## config.mk

```make
export PLATFORM = sky130hd
export DESIGN_NAME = stp_sequencer
export DESIGN_NICKNAME = d
export VERILOG_FILES = /design/src/rtl/stp_pkg.sv /design/src/rtl/stp_byte_buf.sv /design/src/rtl/stp_sequencer.sv
export SDC_FILE = /design/constraint.sdc
export NUM_CORES = 1
export LEC_CHECK = 0
export BUFFER_PORTS_ARGS = -buffer_cell sky130_fd_sc_hd__clkbuf_2
export CAP_MARGIN = 10
export CORE_UTILIZATION = 35
export CTS_CLUSTER_DIAMETER = 120
export CTS_CLUSTER_SIZE = 24
export DETAILED_ROUTE_END_ITERATION = 8
export PLACE_DENSITY = 0.51
export SYNTH_ARGS = -nofsm -noshare
export SYNTH_HDL_FRONTEND = slang
export SYNTH_SLANG_ARGS = --single-unit
```

## constraint.sdc

```tcl
create_clock -name i_clk_sys -period 5.04 [get_ports i_clk_sys]
set_input_delay 0.252 -clock i_clk_sys [delete_from_list [all_inputs] [get_ports i_clk_sys]]
set_output_delay 0.252 -clock i_clk_sys [all_outputs]
set_load 0.05 [all_outputs]
```

## src/rtl/stp_pkg.sv

```systemverilog
// Shared constants and types of the target phase sequencer
package stp_pkg;

  // ----------------------------------------------------------------
  // Widths and counts
  // ----------------------------------------------------------------
  localparam int DATA_W        = 8;
  localparam int CDB_REGS      = 12;
  localparam int RESEL_BYTES   = 3;
  localparam int AUTO_MSG_BYTES = 3;

  // ----------------------------------------------------------------
  // Command codes
  // ----------------------------------------------------------------
  localparam logic [2:0] CMD_SEND                  = 3'h1;
  localparam logic [2:0] CMD_RECEIVE               = 3'h2;
  localparam logic [2:0] CMD_AUTO_TARGET           = 3'h3;
  localparam logic [2:0] CMD_AUTO_TARGET2          = 3'h4;
  localparam logic [2:0] CMD_RECONNECT_SEND        = 3'h5;
  localparam logic [2:0] CMD_RECONNECT_RECEIVE     = 3'h6;

  // Byte count code: both bits set selects one byte
  localparam logic [1:0] BYTE_CODE_SINGLE          = 2'h3;

  // ----------------------------------------------------------------
  // Message register selects
  // ----------------------------------------------------------------
  localparam logic [1:0] MSEL_MESSAGE              = 2'h0;
  localparam logic [1:0] MSEL_TAG_FIRST            = 2'h1;
  localparam logic [1:0] MSEL_TAG_SECOND           = 2'h2;
  localparam logic [1:0] MSEL_END_STATUS           = 2'h3;

  // ----------------------------------------------------------------
  // Bus phase codes {msg, cd, io}, io set when target sends
  // ----------------------------------------------------------------
  localparam logic [2:0] PH_DATA_OUT               = 3'h0;
  localparam logic [2:0] PH_DATA_IN                = 3'h1;
  localparam logic [2:0] PH_COMMAND                = 3'h2;
  localparam logic [2:0] PH_STATUS                 = 3'h3;
  localparam logic [2:0] PH_MSG_OUT                = 3'h6;
  localparam logic [2:0] PH_MSG_IN                 = 3'h7;

  // ----------------------------------------------------------------
  // Interrupt source codes
  // ----------------------------------------------------------------
  localparam logic [7:0] INT_NONE                  = 8'h00;
  localparam logic [7:0] INT_TERM_NORMAL           = 8'h01;
  localparam logic [7:0] INT_TERM_BAD_CMD          = 8'h02;

  // ----------------------------------------------------------------
  // Sequencer states
  // ----------------------------------------------------------------
  typedef enum logic [8:0] {
    ST_IDLE      = 9'h001,
    ST_SELWAIT   = 9'h002,
    ST_AUTO_MSG  = 9'h004,
    ST_AUTO_CMD  = 9'h008,
    ST_STATUS    = 9'h010,
    ST_MSG_IN    = 9'h020,
    ST_RESEL_MSG = 9'h040,
    ST_DATA      = 9'h080,
    ST_DRAIN     = 9'h100
  } stp_state_t;

endpackage

```

## src/rtl/stp_byte_buf.sv

```systemverilog
// Byte buffer of DEPTH entries (a power of two, two by default) with valid/ready on both sides
`timescale 1ns/100ps
`default_nettype none

module stp_byte_buf #(
  parameter int W     = 8,
  parameter int DEPTH = 2
) (
  input  wire logic         i_clk_sys,
  input  wire logic         i_reset_n,
  input  wire logic         i_in_valid,
  input  wire logic [W-1:0] i_in_data,
  output logic              o_in_ready,
  output logic              o_out_valid,
  output logic [W-1:0]      o_out_data,
  input  wire logic         i_out_ready
);

  localparam int PW = (DEPTH > 1) ? $clog2(DEPTH) : 1;

  if (DEPTH < 2 || (DEPTH & (DEPTH - 1)) != 0) begin : g_bad_depth
    $error("Buffer depth must be a power of two, at least two");
  end

  typedef struct packed {
    logic [DEPTH-1:0][W-1:0] mem;
    logic [PW-1:0]           wr_ptr;
    logic [PW-1:0]           rd_ptr;
    logic [PW:0]             cnt;
  } stp_buf_t;

  stp_buf_t r;
  stp_buf_t next_r;
  logic     push;
  logic     pop;

  assign o_in_ready  = (r.cnt != (PW+1)'(DEPTH));
  assign o_out_valid = (r.cnt != '0);
  assign o_out_data  = r.mem[r.rd_ptr];
  assign push        = i_in_valid && o_in_ready;
  assign pop         = o_out_valid && i_out_ready;

  always_comb begin
    next_r = r;
    if (push) begin
      next_r.mem[r.wr_ptr] = i_in_data;
      next_r.wr_ptr        = PW'(r.wr_ptr + 1'b1);
    end
    if (pop) begin
      next_r.rd_ptr = PW'(r.rd_ptr + 1'b1);
    end
    if (push && !pop) begin
      next_r.cnt = (PW+1)'(r.cnt + 1'b1);
    end else if (pop && !push) begin
      next_r.cnt = (PW+1)'(r.cnt - 1'b1);
    end
  end

  always_ff @(posedge i_clk_sys) begin
    if (!i_reset_n) begin
      r <= '0;
    end else begin
      r <= next_r;
    end
  end

endmodule

`default_nettype wire

```

## src/rtl/stp_sequencer.sv

```systemverilog
// Target-mode phase sequencer: commands, data FIFO requests and bus phases
`timescale 1ns/100ps
`default_nettype none

// Behaviour
// - Mode bit picks DMA or programmed I/O for FIFO data.
// - DMA mode: request line asks for each byte, moved in order.
// - Programmed I/O: request flag asks, processor moves FIFO bytes only then.
// - Auto responder runs selection through command reception, then termination interrupt.
// - Auto responder keeps identify, two tags and the command bytes set by CDB length, twelve when that is zero or above twelve.
// - Auto completion sends end status then message register, then interrupts.
// - Reconnect send: identify, tags sent, then counted data sent from FIFO.
// - Reconnect receive: identify, tags sent, then counted data received into FIFO.
// - Every phase command ends with a termination interrupt.
module stp_sequencer
  import stp_pkg::*;
#(
  parameter int COUNT_W   = 16,
  parameter int BUF_DEPTH = 2
) (
  input  wire logic                  i_clk_sys,
  input  wire logic                  i_reset_n,
  input  wire logic                  i_dma_mode,
  input  wire logic [3:0]            i_cdb_length,
  input  wire logic                  i_count_load,
  input  wire logic [COUNT_W-1:0]    i_count_value,
  input  wire logic                  i_cmd_valid,
  input  wire logic [2:0]            i_cmd_code,
  input  wire logic                  i_cmd_count_high,
  input  wire logic                  i_cmd_count_low,
  input  wire logic                  i_cmd_msg,
  input  wire logic                  i_cmd_cd,
  input  wire logic                  i_msg_reg_wr,
  input  wire logic [1:0]            i_msg_reg_sel,
  input  wire logic [7:0]            i_msg_reg_data,
  input  wire logic                  i_irq_clear,
  input  wire logic                  i_fifo_wr,
  input  wire logic [7:0]            i_fifo_wr_data,
  input  wire logic                  i_fifo_rd,
  input  wire logic                  i_selected,
  input  wire logic                  i_bus_rx_valid,
  input  wire logic [7:0]            i_bus_rx_data,
  input  wire logic                  i_bus_tx_ready,
  output logic                       o_bus_rx_ready,
  output logic                       o_bus_tx_valid,
  output logic [7:0]                 o_bus_tx_data,
  output logic [2:0]                 o_bus_phase,
  output logic                       o_busy,
  output logic [7:0]                 o_fifo_rd_data,
  output logic                       o_fifo_data_request,
  output logic                       o_dma_request_n,
  output logic                       o_term_irq,
  output logic [7:0]                 o_interrupt_source,
  output logic [7:0]                 o_extended_status,
  output logic [COUNT_W-1:0]         o_transfer_count,
  output logic [7:0]                 o_message,
  output logic [7:0]                 o_tag_first,
  output logic [7:0]                 o_tag_second,
  output logic [CDB_REGS*8-1:0]      o_cdb
);

  if (COUNT_W < 4) begin : g_bad_count
    $error("Counter width must be at least four bits");
  end

  // ----------------------------------------------------------------
  // State
  // ----------------------------------------------------------------
  typedef struct packed {
    stp_state_t                st;
    logic [2:0]                cmd;
    logic                      dma;
    logic                      send_dir;
    logic [2:0]                phase;
    logic [COUNT_W-1:0]        count;
    logic [COUNT_W-1:0]        data_len;
    logic [COUNT_W-1:0]        req_left;
    logic [3:0]                idx;
    logic [7:0]                message;
    logic [7:0]                tag1;
    logic [7:0]                tag2;
    logic [7:0]                end_status;
    logic [CDB_REGS-1:0][7:0]  cdb;
    logic                      tx_valid;
    logic [7:0]                tx_data;
    logic                      rx_ready;
    logic                      ho_valid;
    logic [7:0]                ho_data;
    logic                      req;
    logic                      fifo_data_request_flag;
    logic                      dma_request_line_n;
    logic                      irq;
    logic [7:0]                int_src;
    logic [7:0]                ext_st;
    logic                      busy;
  } stp_regs_t;

  stp_regs_t r;
  stp_regs_t next_r;

  logic       buf_in_valid;
  logic [7:0] buf_in_data;
  logic       buf_in_ready;
  logic       buf_out_valid;
  logic [7:0] buf_out_data;
  logic       buf_out_ready;
  logic       tx_fire;
  logic       rx_fire;
  logic       host_wr_fire;
  logic       host_rd_fire;
  logic       tx_free;
  logic       data_st;

  // ----------------------------------------------------------------
  // Handshakes and data buffer
  // ----------------------------------------------------------------
  assign data_st       = (r.st == ST_DATA);
  assign tx_fire       = r.tx_valid && i_bus_tx_ready;
  assign rx_fire       = i_bus_rx_valid && r.rx_ready;
  assign tx_free       = !r.tx_valid || i_bus_tx_ready;
  assign host_wr_fire  = i_fifo_wr && r.req && r.send_dir && buf_in_ready;
  assign host_rd_fire  = i_fifo_rd && r.ho_valid;
  assign buf_in_valid  = data_st && (r.send_dir ? host_wr_fire : rx_fire);
  assign buf_in_data   = r.send_dir ? i_fifo_wr_data : i_bus_rx_data;
  assign buf_out_ready = r.send_dir ? (data_st && tx_free) : (!r.ho_valid || host_rd_fire);

  stp_byte_buf #(
    .W     (DATA_W),
    .DEPTH (BUF_DEPTH)
  ) u_buf (
    .i_clk_sys   (i_clk_sys),
    .i_reset_n   (i_reset_n),
    .i_in_valid  (buf_in_valid),
    .i_in_data   (buf_in_data),
    .o_in_ready  (buf_in_ready),
    .o_out_valid (buf_out_valid),
    .o_out_data  (buf_out_data),
    .i_out_ready (buf_out_ready)
  );

  // ----------------------------------------------------------------
  // Sequencer
  // ----------------------------------------------------------------
  always_comb begin
    logic [COUNT_W-1:0] len;
    logic               req_next;
    logic               term;
    len      = '0;
    req_next = 1'b0;
    term     = 1'b0;
    next_r   = r;
    if (host_rd_fire) begin
      next_r.ho_valid = 1'b0;
    end
    if (!r.send_dir && buf_out_valid && buf_out_ready) begin
      next_r.ho_valid = 1'b1;
      next_r.ho_data  = buf_out_data;
    end
    if (tx_fire || rx_fire) begin
      next_r.tx_valid = r.tx_valid && !tx_fire;
      next_r.count    = COUNT_W'(r.count - 1'b1);
    end
    if (r.send_dir && data_st && buf_out_valid && tx_free) begin
      next_r.tx_valid = 1'b1;
      next_r.tx_data  = buf_out_data;
    end
    if (host_wr_fire) begin
      next_r.req_left = COUNT_W'(r.req_left - 1'b1);
    end
    if (i_msg_reg_wr && r.st == ST_IDLE) begin
      case (i_msg_reg_sel)
        MSEL_MESSAGE:    next_r.message    = i_msg_reg_data;
        MSEL_TAG_FIRST:  next_r.tag1       = i_msg_reg_data;
        MSEL_TAG_SECOND: next_r.tag2       = i_msg_reg_data;
        default:         next_r.end_status = i_msg_reg_data;
      endcase
    end
    if (i_irq_clear) begin
      next_r.irq = 1'b0;
    end
    case (r.st)
      ST_IDLE: begin
        if (i_count_load) begin
          next_r.count = i_count_value;
        end
        if (i_cmd_valid) begin
          len = ({i_cmd_count_high, i_cmd_count_low} == BYTE_CODE_SINGLE) ?
                COUNT_W'(1) : next_r.count;
          next_r.cmd    = i_cmd_code;
          next_r.dma    = i_dma_mode;
          next_r.ext_st = {4'h0, i_dma_mode, i_cmd_code};
          next_r.busy   = 1'b1;
          next_r.idx    = '0;
          case (i_cmd_code)
            CMD_SEND, CMD_RECEIVE: begin
              next_r.send_dir = (i_cmd_code == CMD_SEND);
              next_r.phase    = {i_cmd_msg, i_cmd_cd, (i_cmd_code == CMD_SEND)};
              next_r.count    = len;
              next_r.req_left = len;
              next_r.st       = ST_DATA;
            end
            CMD_AUTO_TARGET: begin
              next_r.st = ST_SELWAIT;
            end
            CMD_AUTO_TARGET2: begin
              next_r.send_dir = 1'b1;
              next_r.phase    = PH_STATUS;
              next_r.count    = COUNT_W'(1);
              next_r.st       = ST_STATUS;
            end
            CMD_RECONNECT_SEND, CMD_RECONNECT_RECEIVE: begin
              next_r.send_dir = 1'b1;
              next_r.data_len = next_r.count;
              next_r.phase    = PH_MSG_IN;
              next_r.count    = COUNT_W'(RESEL_BYTES);
              next_r.st       = ST_RESEL_MSG;
            end
            default: begin
              next_r.busy    = 1'b0;
              next_r.irq     = 1'b1;
              next_r.int_src = INT_TERM_BAD_CMD;
            end
          endcase
        end
      end
      ST_SELWAIT: begin
        if (i_selected) begin
          next_r.send_dir = 1'b0;
          next_r.phase    = PH_MSG_OUT;
          next_r.count    = COUNT_W'(AUTO_MSG_BYTES);
          next_r.st       = ST_AUTO_MSG;
        end
      end
      ST_AUTO_MSG: begin
        if (rx_fire) begin
          next_r.idx = 4'(r.idx + 1'b1);
          case (r.idx)
            4'h0:    next_r.message = i_bus_rx_data;
            4'h1:    next_r.tag1    = i_bus_rx_data;
            default: next_r.tag2    = i_bus_rx_data;
          endcase
        end
        if (r.count == '0) begin
          next_r.phase = PH_COMMAND;
          next_r.idx   = '0;
          next_r.count = (i_cdb_length == 4'h0 || i_cdb_length > 4'(CDB_REGS)) ?
                         COUNT_W'(CDB_REGS) : COUNT_W'(i_cdb_length);
          next_r.st    = ST_AUTO_CMD;
        end
      end
      ST_AUTO_CMD: begin
        if (rx_fire) begin
          next_r.cdb[r.idx] = i_bus_rx_data;
          next_r.idx        = 4'(r.idx + 1'b1);
        end
        term = (r.count == '0);
      end
      ST_STATUS, ST_MSG_IN, ST_RESEL_MSG: begin
        if (tx_free && r.count > COUNT_W'(r.tx_valid)) begin
          next_r.tx_valid = 1'b1;
          next_r.idx      = 4'(r.idx + 1'b1);
          case (r.st)
            ST_STATUS: next_r.tx_data = r.end_status;
            ST_MSG_IN: next_r.tx_data = r.message;
            default:   next_r.tx_data = (r.idx == 4'h0) ? r.message :
                                        ((r.idx == 4'h1) ? r.tag1 : r.tag2);
          endcase
        end
        if (r.count == '0) begin
          next_r.idx = '0;
          if (r.st == ST_STATUS) begin
            next_r.phase = PH_MSG_IN;
            next_r.count = COUNT_W'(1);
            next_r.st    = ST_MSG_IN;
          end else if (r.st == ST_RESEL_MSG) begin
            next_r.send_dir = (r.cmd == CMD_RECONNECT_SEND);
            next_r.phase    = (r.cmd == CMD_RECONNECT_SEND) ? PH_DATA_IN : PH_DATA_OUT;
            next_r.count    = r.data_len;
            next_r.req_left = r.data_len;
            next_r.st       = ST_DATA;
          end else begin
            term = 1'b1;
          end
        end
      end
      ST_DATA: begin
        if (r.count == '0) begin
          if (r.send_dir) begin
            term = 1'b1;
          end else begin
            next_r.st = ST_DRAIN;
          end
        end
      end
      ST_DRAIN: begin
        term = !buf_out_valid && !r.ho_valid;
      end
      default: begin
        next_r.st = ST_IDLE;
      end
    endcase
    if (term) begin
      next_r.st      = ST_IDLE;
      next_r.busy    = 1'b0;
      next_r.irq     = 1'b1;
      next_r.int_src = INT_TERM_NORMAL;
    end
    req_next = next_r.send_dir ?
               (next_r.st == ST_DATA && next_r.req_left != '0 && buf_in_ready && !host_wr_fire) :
               next_r.ho_valid;
    next_r.req      = req_next;
    next_r.fifo_data_request_flag      = req_next && !next_r.dma;
    next_r.dma_request_line_n  = !(req_next && next_r.dma);
    next_r.rx_ready = (next_r.st == ST_AUTO_MSG || next_r.st == ST_AUTO_CMD ||
                       (next_r.st == ST_DATA && !next_r.send_dir)) &&
                      next_r.count != '0 && !rx_fire &&
                      (next_r.st != ST_DATA || buf_in_ready);
  end

  always_ff @(posedge i_clk_sys) begin
    if (!i_reset_n) begin
      r         <= '0;
      r.st      <= ST_IDLE;
      r.dma_request_line_n <= 1'b1;
    end else begin
      r <= next_r;
    end
  end

  // ----------------------------------------------------------------
  // Outputs
  // ----------------------------------------------------------------
  assign o_bus_rx_ready      = r.rx_ready;
  assign o_bus_tx_valid      = r.tx_valid;
  assign o_bus_tx_data       = r.tx_data;
  assign o_bus_phase         = r.phase;
  assign o_busy              = r.busy;
  assign o_fifo_rd_data      = r.ho_data;
  assign o_fifo_data_request = r.fifo_data_request_flag;
  assign o_dma_request_n     = r.dma_request_line_n;
  assign o_term_irq          = r.irq;
  assign o_interrupt_source  = r.int_src;
  assign o_extended_status   = r.ext_st;
  assign o_transfer_count    = r.count;
  assign o_message           = r.message;
  assign o_tag_first         = r.tag1;
  assign o_tag_second        = r.tag2;
  assign o_cdb               = r.cdb;
endmodule

`default_nettype wire

```

Yosys cells after proc, flatten, opt, wreduce, memory -nomap -nowiden
Index checks and enable logic that the tools add are counted.
{"block": "totals", "register_bits": 247, "latchBits": 0, "mem_bits_rw": 0, "mem_bits_ro": 0, "inputBits": 65, "out_inout_bits": 177, "word_cells": 256, "memories": 0}
{"block": "classes", "n_addsub": 7, "n_mul": 0, "n_div": 0, "n_lt_le_gt_ge": 7, "eq_ne": 35, "n_shift": 0, "mux": 82, "n_bitwise": 3, "reduce_logical": 79}
{"cell": "$mux 16", "n": 8}
{"cell": "$mux 9", "n": 14}
{"cell": "$mux 8", "n": 14}
{"cell": "$bwmux 96", "n": 1}
{"cell": "$mux 20", "n": 4}
{"cell": "$pmux 19 s4", "n": 1}
{"cell": "$mux 69", "n": 1}
{"cell": "$pmux 20 s3", "n": 1}
{"cell": "$pmux 9 s6", "n": 1}
{"cell": "$mux 19", "n": 2}
{"cell": "$mux 18", "n": 2}
{"cell": "$pmux 9 s4", "n": 1}
{"cell": "$demux 8 s4", "n": 1}
{"cell": "$logic_and 1x1->1", "n": 32}
{"cell": "$mux 32", "n": 1}
{"cell": "$pmux 16 s2", "n": 1}
{"cell": "$reduce_bool 16->1", "n": 2}
{"cell": "$sub 16x1->16 const B", "n": 2}
{"cell": "$mux 28", "n": 1}
{"cell": "$mux 24", "n": 1}
{"cell": "$eq 9x3->1 const B", "n": 2}
{"cell": "$eq 9x4->1 const B", "n": 2}
{"cell": "$eq 9x8->1 const B", "n": 2}
{"cell": "$bwmux 16", "n": 1}
{"cell": "other kinds (50)", "n": 115}

Logic depth before layout (Yosys ltp)
Gate-level depths: netlist of the first run.
{"block": "logic_depth", "ltp_word": 16, "ltp_mapped": 11, "depth_no_buf": 10}

By module
Synthesis of the first run repeated with hierarchy kept, for this count alone.
{"block": "hier_totals", "cells_unflattened": 1680, "area_unflattened_um2": 13334.0}
{"module": "stp_sequencer", "instances": 1, "cells_each": 1589, "area_per_inst_um2": 12405.6, "seq_area_each_um2": 4484.3}
{"module": "stp_byte_buf", "instances": 1, "cells_each": 91, "area_per_inst_um2": 928.4, "seq_area_each_um2": 400.4}

Worst setup path before layout of the first run
No wires, ideal clock.
{"block": "synth_path", "path_kind": "flip-flop to flip-flop", "from": "register r (netlist bit o_bus_rx_ready)", "to": "register r (netlist bit o_bus_rx_ready)", "setup_ns": 0.127, "t_arrival_ns": 2.682, "required_time_ns": 4.913, "setup_slack_ns": 2.231, "path_stages_with_launch": 11, "path_buffers": 2, "period_less_slack_ns": 2.809, "path_cell_list": "dfxtp_1 > a22o_1 > clkbuf_1 > buf_1 > nand4_1 > xnor2_1 > mux2i_1 > o21ai_0 > nor4_1 > and4_1 > a21oi_1"}
{"block": "synth_between", "elab_chain_len": 12, "word_cells_on_any_way": 18, "cone_classes": "11 x mux; 7 x reduce/logical"}
{"item": "from (decl)", "line": "stp_sequencer.sv:98", "text": "stp_regs_t r;"}
{"item": "from (signal assigned)", "line": "stp_sequencer.sv:326", "text": "r <= next_r;"}
{"item": "$logic_and 1x1->1 (*)", "line": "stp_sequencer.sv:119", "text": "assign rx_fire = i_bus_rx_valid && r.rx_ready;"}
{"item": "$logic_or 1x1->1", "line": "stp_sequencer.sv:159", "text": "if (tx_fire || rx_fire) begin"}
{"item": "$mux 16", "line": "stp_sequencer.sv:159"}
{"item": "$mux 16", "line": "stp_sequencer.sv:183", "text": "if (i_count_load) begin"}
{"item": "$mux 16", "line": "stp_sequencer.sv:187", "text": "len = ({i_cmd_count_high, i_cmd_count_low} == BYTE_CODE_SINGLE) ?"}
{"item": "$pmux 20 s3", "line": "stp_sequencer.sv:194", "text": "case (i_cmd_code)"}
{"item": "$mux 69", "line": "stp_sequencer.sv:186", "text": "if (i_cmd_valid) begin"}
{"item": "$pmux 19 s4", "line": "stp_sequencer.sv:181", "text": "case (r.st)"}
{"item": "$reduce_bool 16->1", "line": "stp_sequencer.sv:316", "text": "next_r.count != '0 && !rx_fire &&"}
{"item": "$logic_and 1x1->1", "line": "stp_sequencer.sv:315", "text": "(next_r.st == ST_DATA && !next_r.send_dir)) &&"}
{"item": "$logic_and 1x1->1 (*) (2 in a row)", "line": "stp_sequencer.sv:316"}
Mark *: on every way between the ends. The rest lies on a longest branch, timed or not. The select of a mux whose other input is x is not followed.
A chain may end at the register's enable or synchronous reset.

Worst setup path after layout of the first run
{"block": "layout_path", "from": "register r[223] (netlist bit)", "to": "register r (netlist bit o_fifo_data_request)"}
{"block": "layout_between", "elab_chain_len": 13, "word_cells_on_any_way": 35, "cone_classes": "1 x eq/ne; 23 x mux; 11 x reduce/logical"}
{"item": "$logic_and 1x1->1 (2 in a row)", "line": "stp_sequencer.sv:121", "text": "assign host_wr_fire = i_fifo_wr && r.req && r.send_dir && buf_in_ready;"}
{"item": "$mux 16", "line": "stp_sequencer.sv:167", "text": "if (host_wr_fire) begin"}
{"item": "$mux 16", "line": "stp_sequencer.sv:275", "text": "end else if (r.st == ST_RESEL_MSG) begin"}
{"item": "$mux 16", "line": "stp_sequencer.sv:271", "text": "if (r.st == ST_STATUS) begin"}
{"item": "$mux 20", "line": "stp_sequencer.sv:269", "text": "if (r.count == '0) begin"}
{"item": "$pmux 16 s2", "line": "stp_sequencer.sv:181"}
{"item": "$reduce_bool 16->1", "line": "stp_sequencer.sv:309", "text": "(next_r.st == ST_DATA && next_r.req_left != '0 && buf_in_ready && !host_wr_fire) :"}
{"item": "$logic_and 1x1->1 (3 in a row)", "line": "stp_sequencer.sv:309"}
{"item": "$mux 1 (*)", "line": "stp_sequencer.sv:308", "text": "req_next = next_r.send_dir ?"}
{"item": "$logic_and 1x1->1 (*)", "line": "stp_sequencer.sv:312", "text": "next_r.fifo_data_request_flag = req_next && !next_r.dma;"}
Marked as above.

==> summary by stage, run 1 <==
Run status
The run finished with clean final reports.

Clock network
TritonCTS built the clock tree. The total setup buffers inserted after CTS is 0. At the later pin of the worst-skew pair, clock insertion delay measures 0.50 ns. The number of clock buffers added by TritonCTS is 14. The number of hold buffers added after cts is 1. The clock net sink count is 244. The tree is rooted in a sky130_fd_sc_hd__clkbuf_16.

After clock tree synthesis, the repair step resized 0 gates. The clock passes through at most 3 buffers. In this run the number of H-tree levels came out at 1. The clock transition at the registers of the reported paths is 0.10 ns.

Cells and area
The filler cells instantiated in the layout total 3977. The post-synthesis to final-layout area growth is 5.071%. The layout net count is 1745. The top cell types in the final layout, fill and taps aside, are 244 x sky130_fd_sc_hd__dfxtp_1, 231 x sky130_fd_sc_hd__clkbuf_2, 189 x sky130_fd_sc_hd__nor2_1. The share of final-layout standard cells stronger than drive strength 1 is 18.34%. Once layout is done, the placed cells without fillers occupy 13950 sq um. The library cell used most frequently in the layout, excluding fill and tap cells, is sky130_fd_sc_hd__dfxtp_1. Summing all multi-input logic gate instances after layout gives 6665 sq um.

The flip-flop and latch area is 4885 sq um.

Floorplan
After floorplanning, the core was divided into 70 placement rows. In this run the horizontal extent of the chip is 196.7 um. Measured along the y axis, the die boundary spans 196.7 um. 242 I/O pins were placed.

The die covers 38710 sq um. The effective utilization at floorplan is 35.91%. The core footprint is 36960 sq um.

Routing
The overall via count from detail_route is 11638. The number of design rule violations left after detail routing is 0. The iteration count of the initial detailed-routing pass is 8. In the routed layout, each cell is associated on average with a via count of 5.341. In the final routed layout, each cell accounts on average for 19.74 um. In this run the remaining antenna-violating nets after routing total 0. The detailed router finished its first iteration with 752 violations. The aggregate routed wire length is 43020 um.

Timing
Derived from the worst setup path, the maximum achievable clock frequency is 261.4 MHz. In the final timing run, aggregate negative setup slack is 0 ns. The worst slack on hold paths is 0.04728 ns. The number of max-slew violations in the final report is 0. The final hold violation count is 0.

Setup repair after global routing left no endpoint under its margin. The worst path uses 75.90% of the clock period. The final worst clock skew is 0.01748 ns. The pin slew with the least headroom to its limit is 1.063 ns. The clock period minus worst slack is 3.825 ns.

The count of final setup violators is 0. The relative max-transition margin is 27.27%.

Placed design
The final weighted congestion in routability-driven placement is 0.8827. The number of port buffers is 231. The placed cell area is 13530 sq um. The detailed-placement wirelength estimate is 31290 um.

Pwr
Dividing total power by cell area gives a power density of 338.4 nW/um^2. In this run the power spent charging and discharging nets is 1.754 mW. The highest ir drop seen on vdd is 188.8 uV. The sequential share of power is 45.6%. Net switching is 37.17% of the power. The internal power component is 2.965 mW. The leakage dissipation is 5.205 nW. The part of the power in the clock network is 26.3%. The part of the power in combinational logic is 28.1%.

Worst setup path
The critical setup path kind is register to register. The count of buffer and inverter cells on the critical path is 0. The cell with the largest stage delay on the worst path is sky130_fd_sc_hd__dfxtp_1. The critical path's largest stage delay is 0.98 ns.

STA classifies the critical path startpoint as a register. Broken down by cell family, the worst path's largest delay share belongs to compound AO/OA/AOI/OAI gates. STA classifies the critical path endpoint as a register. The biggest fanout along the worst timing path is 18. At the worst endpoint, the required time is 5.43 ns. STA puts the critical path data arrival time at 4.21 ns. The signal on the critical path passes through nand3_1 -> nor2_1 -> a32oi_1 -> a2111oi_0 -> o21ai_1 -> a2111oi_2 -> and4_1 -> nor3b_1.

Logic synthesis
Synthesis instantiated 91 different standard cells from the library. In the synthesized netlist the dominant register cell turns out to be sky130_fd_sc_hd__dfxtp_1. The proportion of synthesized flip-flops having asynchronous set or reset is 0%.

The mean post-synth cell area is 7.911 sq um. The synthesized instance count is 1678. The post-synthesis instance area is 13270 sq um.

During synthesis, Yosys emitted a total of 0 warnings. The synthesized design contains 244 register bits. In this run, synthesis inferred 0 flip-flops with an integrated enable.

After synthesis, flip-flops and latches occupy 36.80% of the total area.

Global routing
The number of global-route vias before repair came to 11069. For this run the aggregate overflow at the end of global routing stands at 0. The initial antenna violation count was 1. The pin count of the biggest net entering global routing is 118.

The total routing usage reported by global routing is 21.52%. The first global-routing pass estimated 65550 um of wire.

Flow run
The number of max-cap violations is 0.

Hold path
The worst hold path belongs to the class input pin to register.
-- kinds of logic after synthesis --
| logic type | share of synthesized area [%] |
|---|---|
| buf+inv | 13.46 |
| compound gates | 16.72 |
| mux | 5.505 |
| xor+xnor | 2.573 |
| flops | 36.80 |
| other cells | 0.02825 |
| simple gates | 24.16 |
| fa+ha+maj | 0.7541 |
-- cell type report --
cell class                      count  share of cell area (%)
Multi-Input combinational cell   1150                   47.79
Tap cell                          504                   4.521
Sequential cell                   244                   35.02
Clock buffer                       15                   2.691
Clock inverter                      3                  0.1794
Antenna cell                        1                 0.01794
Inverter                           12                  0.3588
Timing Repair Buffer              250                   9.420
-- per-stage QoR --
stage                     utilization (%)  power (mW)  std cells  worst slack [ns]
after floorplan                         -       3.213       1687             2.231
after global placement              36.62       3.512       2159             1.374
after detailed placement            36.62       3.513       2159             1.343
after CTS                           37.73       4.773       2178             1.315
after global routing                37.73       4.944       2178            0.9923
final                               37.74       4.719       2179             1.215
-- metal layers --
metal,vias to the layer above,track usage [%],part of all wire [%]
met5,-,0,0
met4,0,7.149,3.1
li1,5688,-,-
met1,5512,27.86,43
met2,370,35.45,47
met3,68,4.517,6.6
-- registers in the layout, indices dropped and copies added, names as in the netlist, 16 cells and up --
signal,cells
r,59
o_cdb,96
o_transfer_count,16
u_buf.r,20
-- power groups by stage --
stage	registers [mW]	logic [mW]	clock network (mW)
2_1_floorplan	2.15	1.06	0
3_3_place_gp	2.20	1.31	0
3_5_place_dp	2.20	1.31	0
4_1_cts	2.15	1.32	1.30
5_1_grt	2.17	1.42	1.35
6_report	2.15	1.32	1.24
-- path summary, 6_finish.rpt --
path	startpoint	to	slack, ns	depth (start not counted)
hold reg to reg	r[203]	r[203]	0.46	2
hold / removal	i_cmd_code[0]	r[225]	0.05	3
setup reg to reg	r[223]	o_fifo_data_request	1.21	8
setup / recovery	r[223]	o_fifo_data_request	1.21	8
-- tightest hold or removal path: cells and delay by family --
family,cells,cell delay [ns]
compound gates,1,0.05
buf+inv,1,0.13
simple gates,1,0.07
-- synth_stat cells (5+ instances only) --
cell,instances,area (sq um)
sky130_fd_sc_hd__nor4_1,16,100.1
sky130_fd_sc_hd__dfxtp_1,244,4885
sky130_fd_sc_hd__nor2_1,189,709.4
sky130_fd_sc_hd__xor2_1,19,166.4
sky130_fd_sc_hd__nor2b_1,8,50.05
sky130_fd_sc_hd__buf_1,7,26.28
sky130_fd_sc_hd__mux2i_1,73,730.7
sky130_fd_sc_hd__xnor2_1,20,175.2
sky130_fd_sc_hd__nand2_1,186,698.2
sky130_fd_sc_hd__nand3_1,117,585.6
sky130_fd_sc_hd__buf_4,172,1291
sky130_fd_sc_hd__ha_1,8,100.1
sky130_fd_sc_hd__a22oi_1,12,90.09
sky130_fd_sc_hd__nor3b_1,10,75.07
sky130_fd_sc_hd__a31oi_1,8,50.05
sky130_fd_sc_hd__a211oi_1,43,322.8
sky130_fd_sc_hd__nor4b_1,5,43.79
sky130_fd_sc_hd__or3_1,9,56.30
sky130_fd_sc_hd__or4_1,11,82.58
sky130_fd_sc_hd__o21ai_0,32,160.2
sky130_fd_sc_hd__clkbuf_1,91,341.6
sky130_fd_sc_hd__buf_2,7,35.03
sky130_fd_sc_hd__nand2b_1,13,81.33
sky130_fd_sc_hd__and4_1,6,52.55
sky130_fd_sc_hd__inv_1,10,37.54
sky130_fd_sc_hd__o21a_1,8,60.06
sky130_fd_sc_hd__nor3_1,27,135.1
sky130_fd_sc_hd__a21oi_1,184,920.9
sky130_fd_sc_hd__and2_1,11,68.82
sky130_fd_sc_hd__o211ai_1,13,97.59
sky130_fd_sc_hd__o31ai_1,5,37.54
sky130_fd_sc_hd__nand4_1,15,93.84
Power figures use the tool's default switching activity.
==> inputs of run 2 (changes only) <==
==> constraint.sdc (replaced) <==
create_clock -name i_clk_sys -period 3.65 [get_ports i_clk_sys]
set_input_delay 0.1825 -clock i_clk_sys [delete_from_list [all_inputs] [get_ports i_clk_sys]]
set_output_delay 0.1825 -clock i_clk_sys [all_outputs]
set_load 0.05 [all_outputs]
==> summary by stage, run 2 (same netlist as run 1, synthesis figures left out) <==
Cells and area
From synthesis to final layout, the design area changed by 7.513%. The share of final-layout standard cells stronger than drive strength 1 came to 19.93% (+1.6 points). The most frequent standard cell in the layout excluding fill and tap cells is sky130_fd_sc_hd__dfxtp_1. The area of all placed cells without fillers is 14270 sq um (+2.3%). The final standard cell count with taps included and fillers excluded was 2221 (+1.9%). The flip-flop and latch area is 4885 sq um (unchanged). The library cells used most frequently in the layout, excluding fill and tap cells, are 244 x sky130_fd_sc_hd__dfxtp_1, 231 x sky130_fd_sc_hd__clkbuf_2, 189 x sky130_fd_sc_hd__nor2_1. The filler cell count in the final layout is 3905 (-1.8%).

The layout net count is 1787 (+2.4%). The post-layout utilization of the core is 38.61% (+0.88 points). The area of the multi-input gates is 6665 sq um (unchanged). The flip-flop count of the largest register after layout is 96 (unchanged).

Floorplan
The number of ports placed on the die boundary is 242 (unchanged). The overall die height is 196.7 um (unchanged). The site row count is 70 (unchanged). The effective utilization at floorplan is 35.91% (unchanged). The horizontal die dimension is 196.7 um (unchanged). The core footprint was 36960 sq um (unchanged). The die footprint came to 38710 sq um (unchanged).

Clock network
The total setup buffers inserted after CTS is 0 (unchanged). In this run the clock root is driven by a sky130_fd_sc_hd__clkbuf_16. The maximum level of the CTS H-tree is 1 (unchanged). The total clock buffers created by CTS was 14 (unchanged).

The clock latency on the worst-skew pair is 0.51 ns (about the same). The buffer levels on the longest clock path is 3 (unchanged). The clock tree from TritonCTS is done. The clock net sink count was 244 (unchanged). The clock transition at the registers of the reported paths is 0.10 ns (about the same).

Timing
The final critical-path setup slack is 0.2881 ns (-0.9266 ns). Setup repair after global routing left no endpoint under its margin. The pin slew with the least headroom to its limit was 1.006 ns (-0.05799 ns). The count of final setup violators is 0 (unchanged). The final total negative setup slack came to 0 ns (unchanged). The final worst clock skew is 0.01910 ns (+0.001617 ns). The final hold violation count is 0 (unchanged). The worst slack on hold paths was 0.009299 ns (-0.03798 ns). The share of the clock period used by the worst path after layout is 92.11% (+16 points). The clock period minus worst slack is 3.362 ns (-0.4634 ns).

The number of max-slew violations in the final report came to 0 (unchanged). The relative max-transition margin came to 32.97% (+5.7 points). The upper clock frequency limit is 297.4 MHz (+14%).

Worst setup path
The capture point of the worst path is o_fifo_data_request. The reg2reg setup slack is 0.29 ns (-0.93 ns). The critical setup path kind is register to register. STA classifies the critical path startpoint as a register.

The required arrival time at the worst endpoint is 4.03 ns (-1.40 ns). The critical path arrival is 3.74 ns (-0.47 ns). The worst register-to-register path ends at o_fifo_data_request.

The kind of end point of the critical path is a register. The biggest fanout along the worst timing path was 14 (-4). The worst reg-to-reg path cell count is 8 (unchanged). The critical path starts at o_bus_tx_valid. The origin of the critical flop-to-flop path is o_bus_tx_valid.

Pwr
The power density normalized to cell area came to 460.8 nW/um^2 (+36%). The leakage dissipation is 5.402 nW (+3.8%). The overall power after layout is 6.576 mW (+39%). The highest ir drop seen on vdd was 235.3 uV (+25%).

Global routing
The first-pass GRT wire length is 67110 um (+2.4%). The leftover overflow at the end of global routing came to 0 (unchanged). The number of global-route vias before repair is 11556 (+4.4%). The total routing usage reported by global routing is 21.88% (+0.37 points).

The initial antenna violation count is 1 (unchanged). The pin count of the biggest net entering global routing is 93 (-21%).

Run status
The run finished with clean final reports.

Placed design
The number of port buffers is 231 (unchanged). The final weighted congestion in routability-driven placement was 0.9318 (+5.6%). The placed cell area is 13780 sq um (+1.8%). The total instance count after detailed placement was 2194 (+1.6%).

The detailed-placement wirelength estimate is 31900 um (+1.9%). The worst-case setup slack after placement is 0.4232 ns (-0.9198 ns).

Hold path
In this run the worst hold path is classified as input pin to register.

Routing
The overall via count from detail_route was 11760 (+1.0%). The aggregate routed wire length is 43390 um (+0.88%). The iteration count of the initial detailed-routing pass came to 5 (-3). The routed wirelength normalized by instance count came to 19.54 um (-1.0%). The number of DRC markers in iteration 0 came to 837 (+11%). The number of nets with antenna violations after routing came to 0 (unchanged).

The post-detailed-route via-to-cell ratio is 5.295 (-0.86%). The number of design rule violations left after detail routing is 0 (unchanged).

Flow run
The number of max-cap violations is 0 (unchanged).
-- run 2: changes by cell type in the layout (fill, tap and decap cells not counted), sizes merged --
cell and change:
clkinvlp +1, inv -2, clkinv +1, buf +35
dlygate4sd3 +7
-- run 2: what timing repair did --
action                                  in CTS  in global routing
endpoints found under the setup margin       0                  0
hold buffers                                 8                  0
endpoints found under the hold margin        8                  0
resized for setup                            0                  0
-- run 2: cell type report --
cell class,instances,area share [%]
multi-input cells,1150,46.70
flip-flops and latches,244,34.23
repair buffers,292,11.45
well taps,504,4.419
clock buffers,15,2.630
inverters,12,0.3507
clock inverters,3,0.2016
diodes,1,0.01753
-- run 2: layer usage --
metal | vias up | share of wire (%) | GRT usage, %
met5 | - | 0 | 0
met2 | 326 | 47 | 36.63
li1 | 5767 | - | -
met1 | 5607 | 44 | 28.41
met3 | 60 | 5.7 | 3.953
met4 | 0 | 2.8 | 6.919
-- run 2: how the worst min path moves through the flow --
stage,start,end,depth (start not counted)
3_5_place_dp,r[203],r[203],2
5_1_grt,i_msg_reg_data[1],r[137],3
4_1_cts,i_msg_reg_data[1],r[137],3
3_3_place_gp,i_dma_mode,o_extended_status[3],3
6_report,i_msg_reg_data[1],r[137],3
2_1_floorplan,i_cmd_code[0],r[225],2
-- run 2: where the power goes --
group	leakage (nW)	internal, mW	total (mW)	switching [mW]
Clock	0.196	0.754	1.72	0.964
Sequential	1.97	2.80	2.97	0.165
Combinational	3.23	0.587	1.89	1.30
-- run 2: critical path: stages (launching register included) --
cell	delay, ns
sky130_fd_sc_hd__dfxtp_1	0.50
sky130_fd_sc_hd__a22o_1	0.61
sky130_fd_sc_hd__nand4_1	0.36
sky130_fd_sc_hd__xnor2_1	0.23
sky130_fd_sc_hd__mux2i_1	0.36
sky130_fd_sc_hd__or3b_2	0.48
sky130_fd_sc_hd__o31ai_1	0.33
sky130_fd_sc_hd__and4_1	0.31
sky130_fd_sc_hd__nor3b_1	0.08
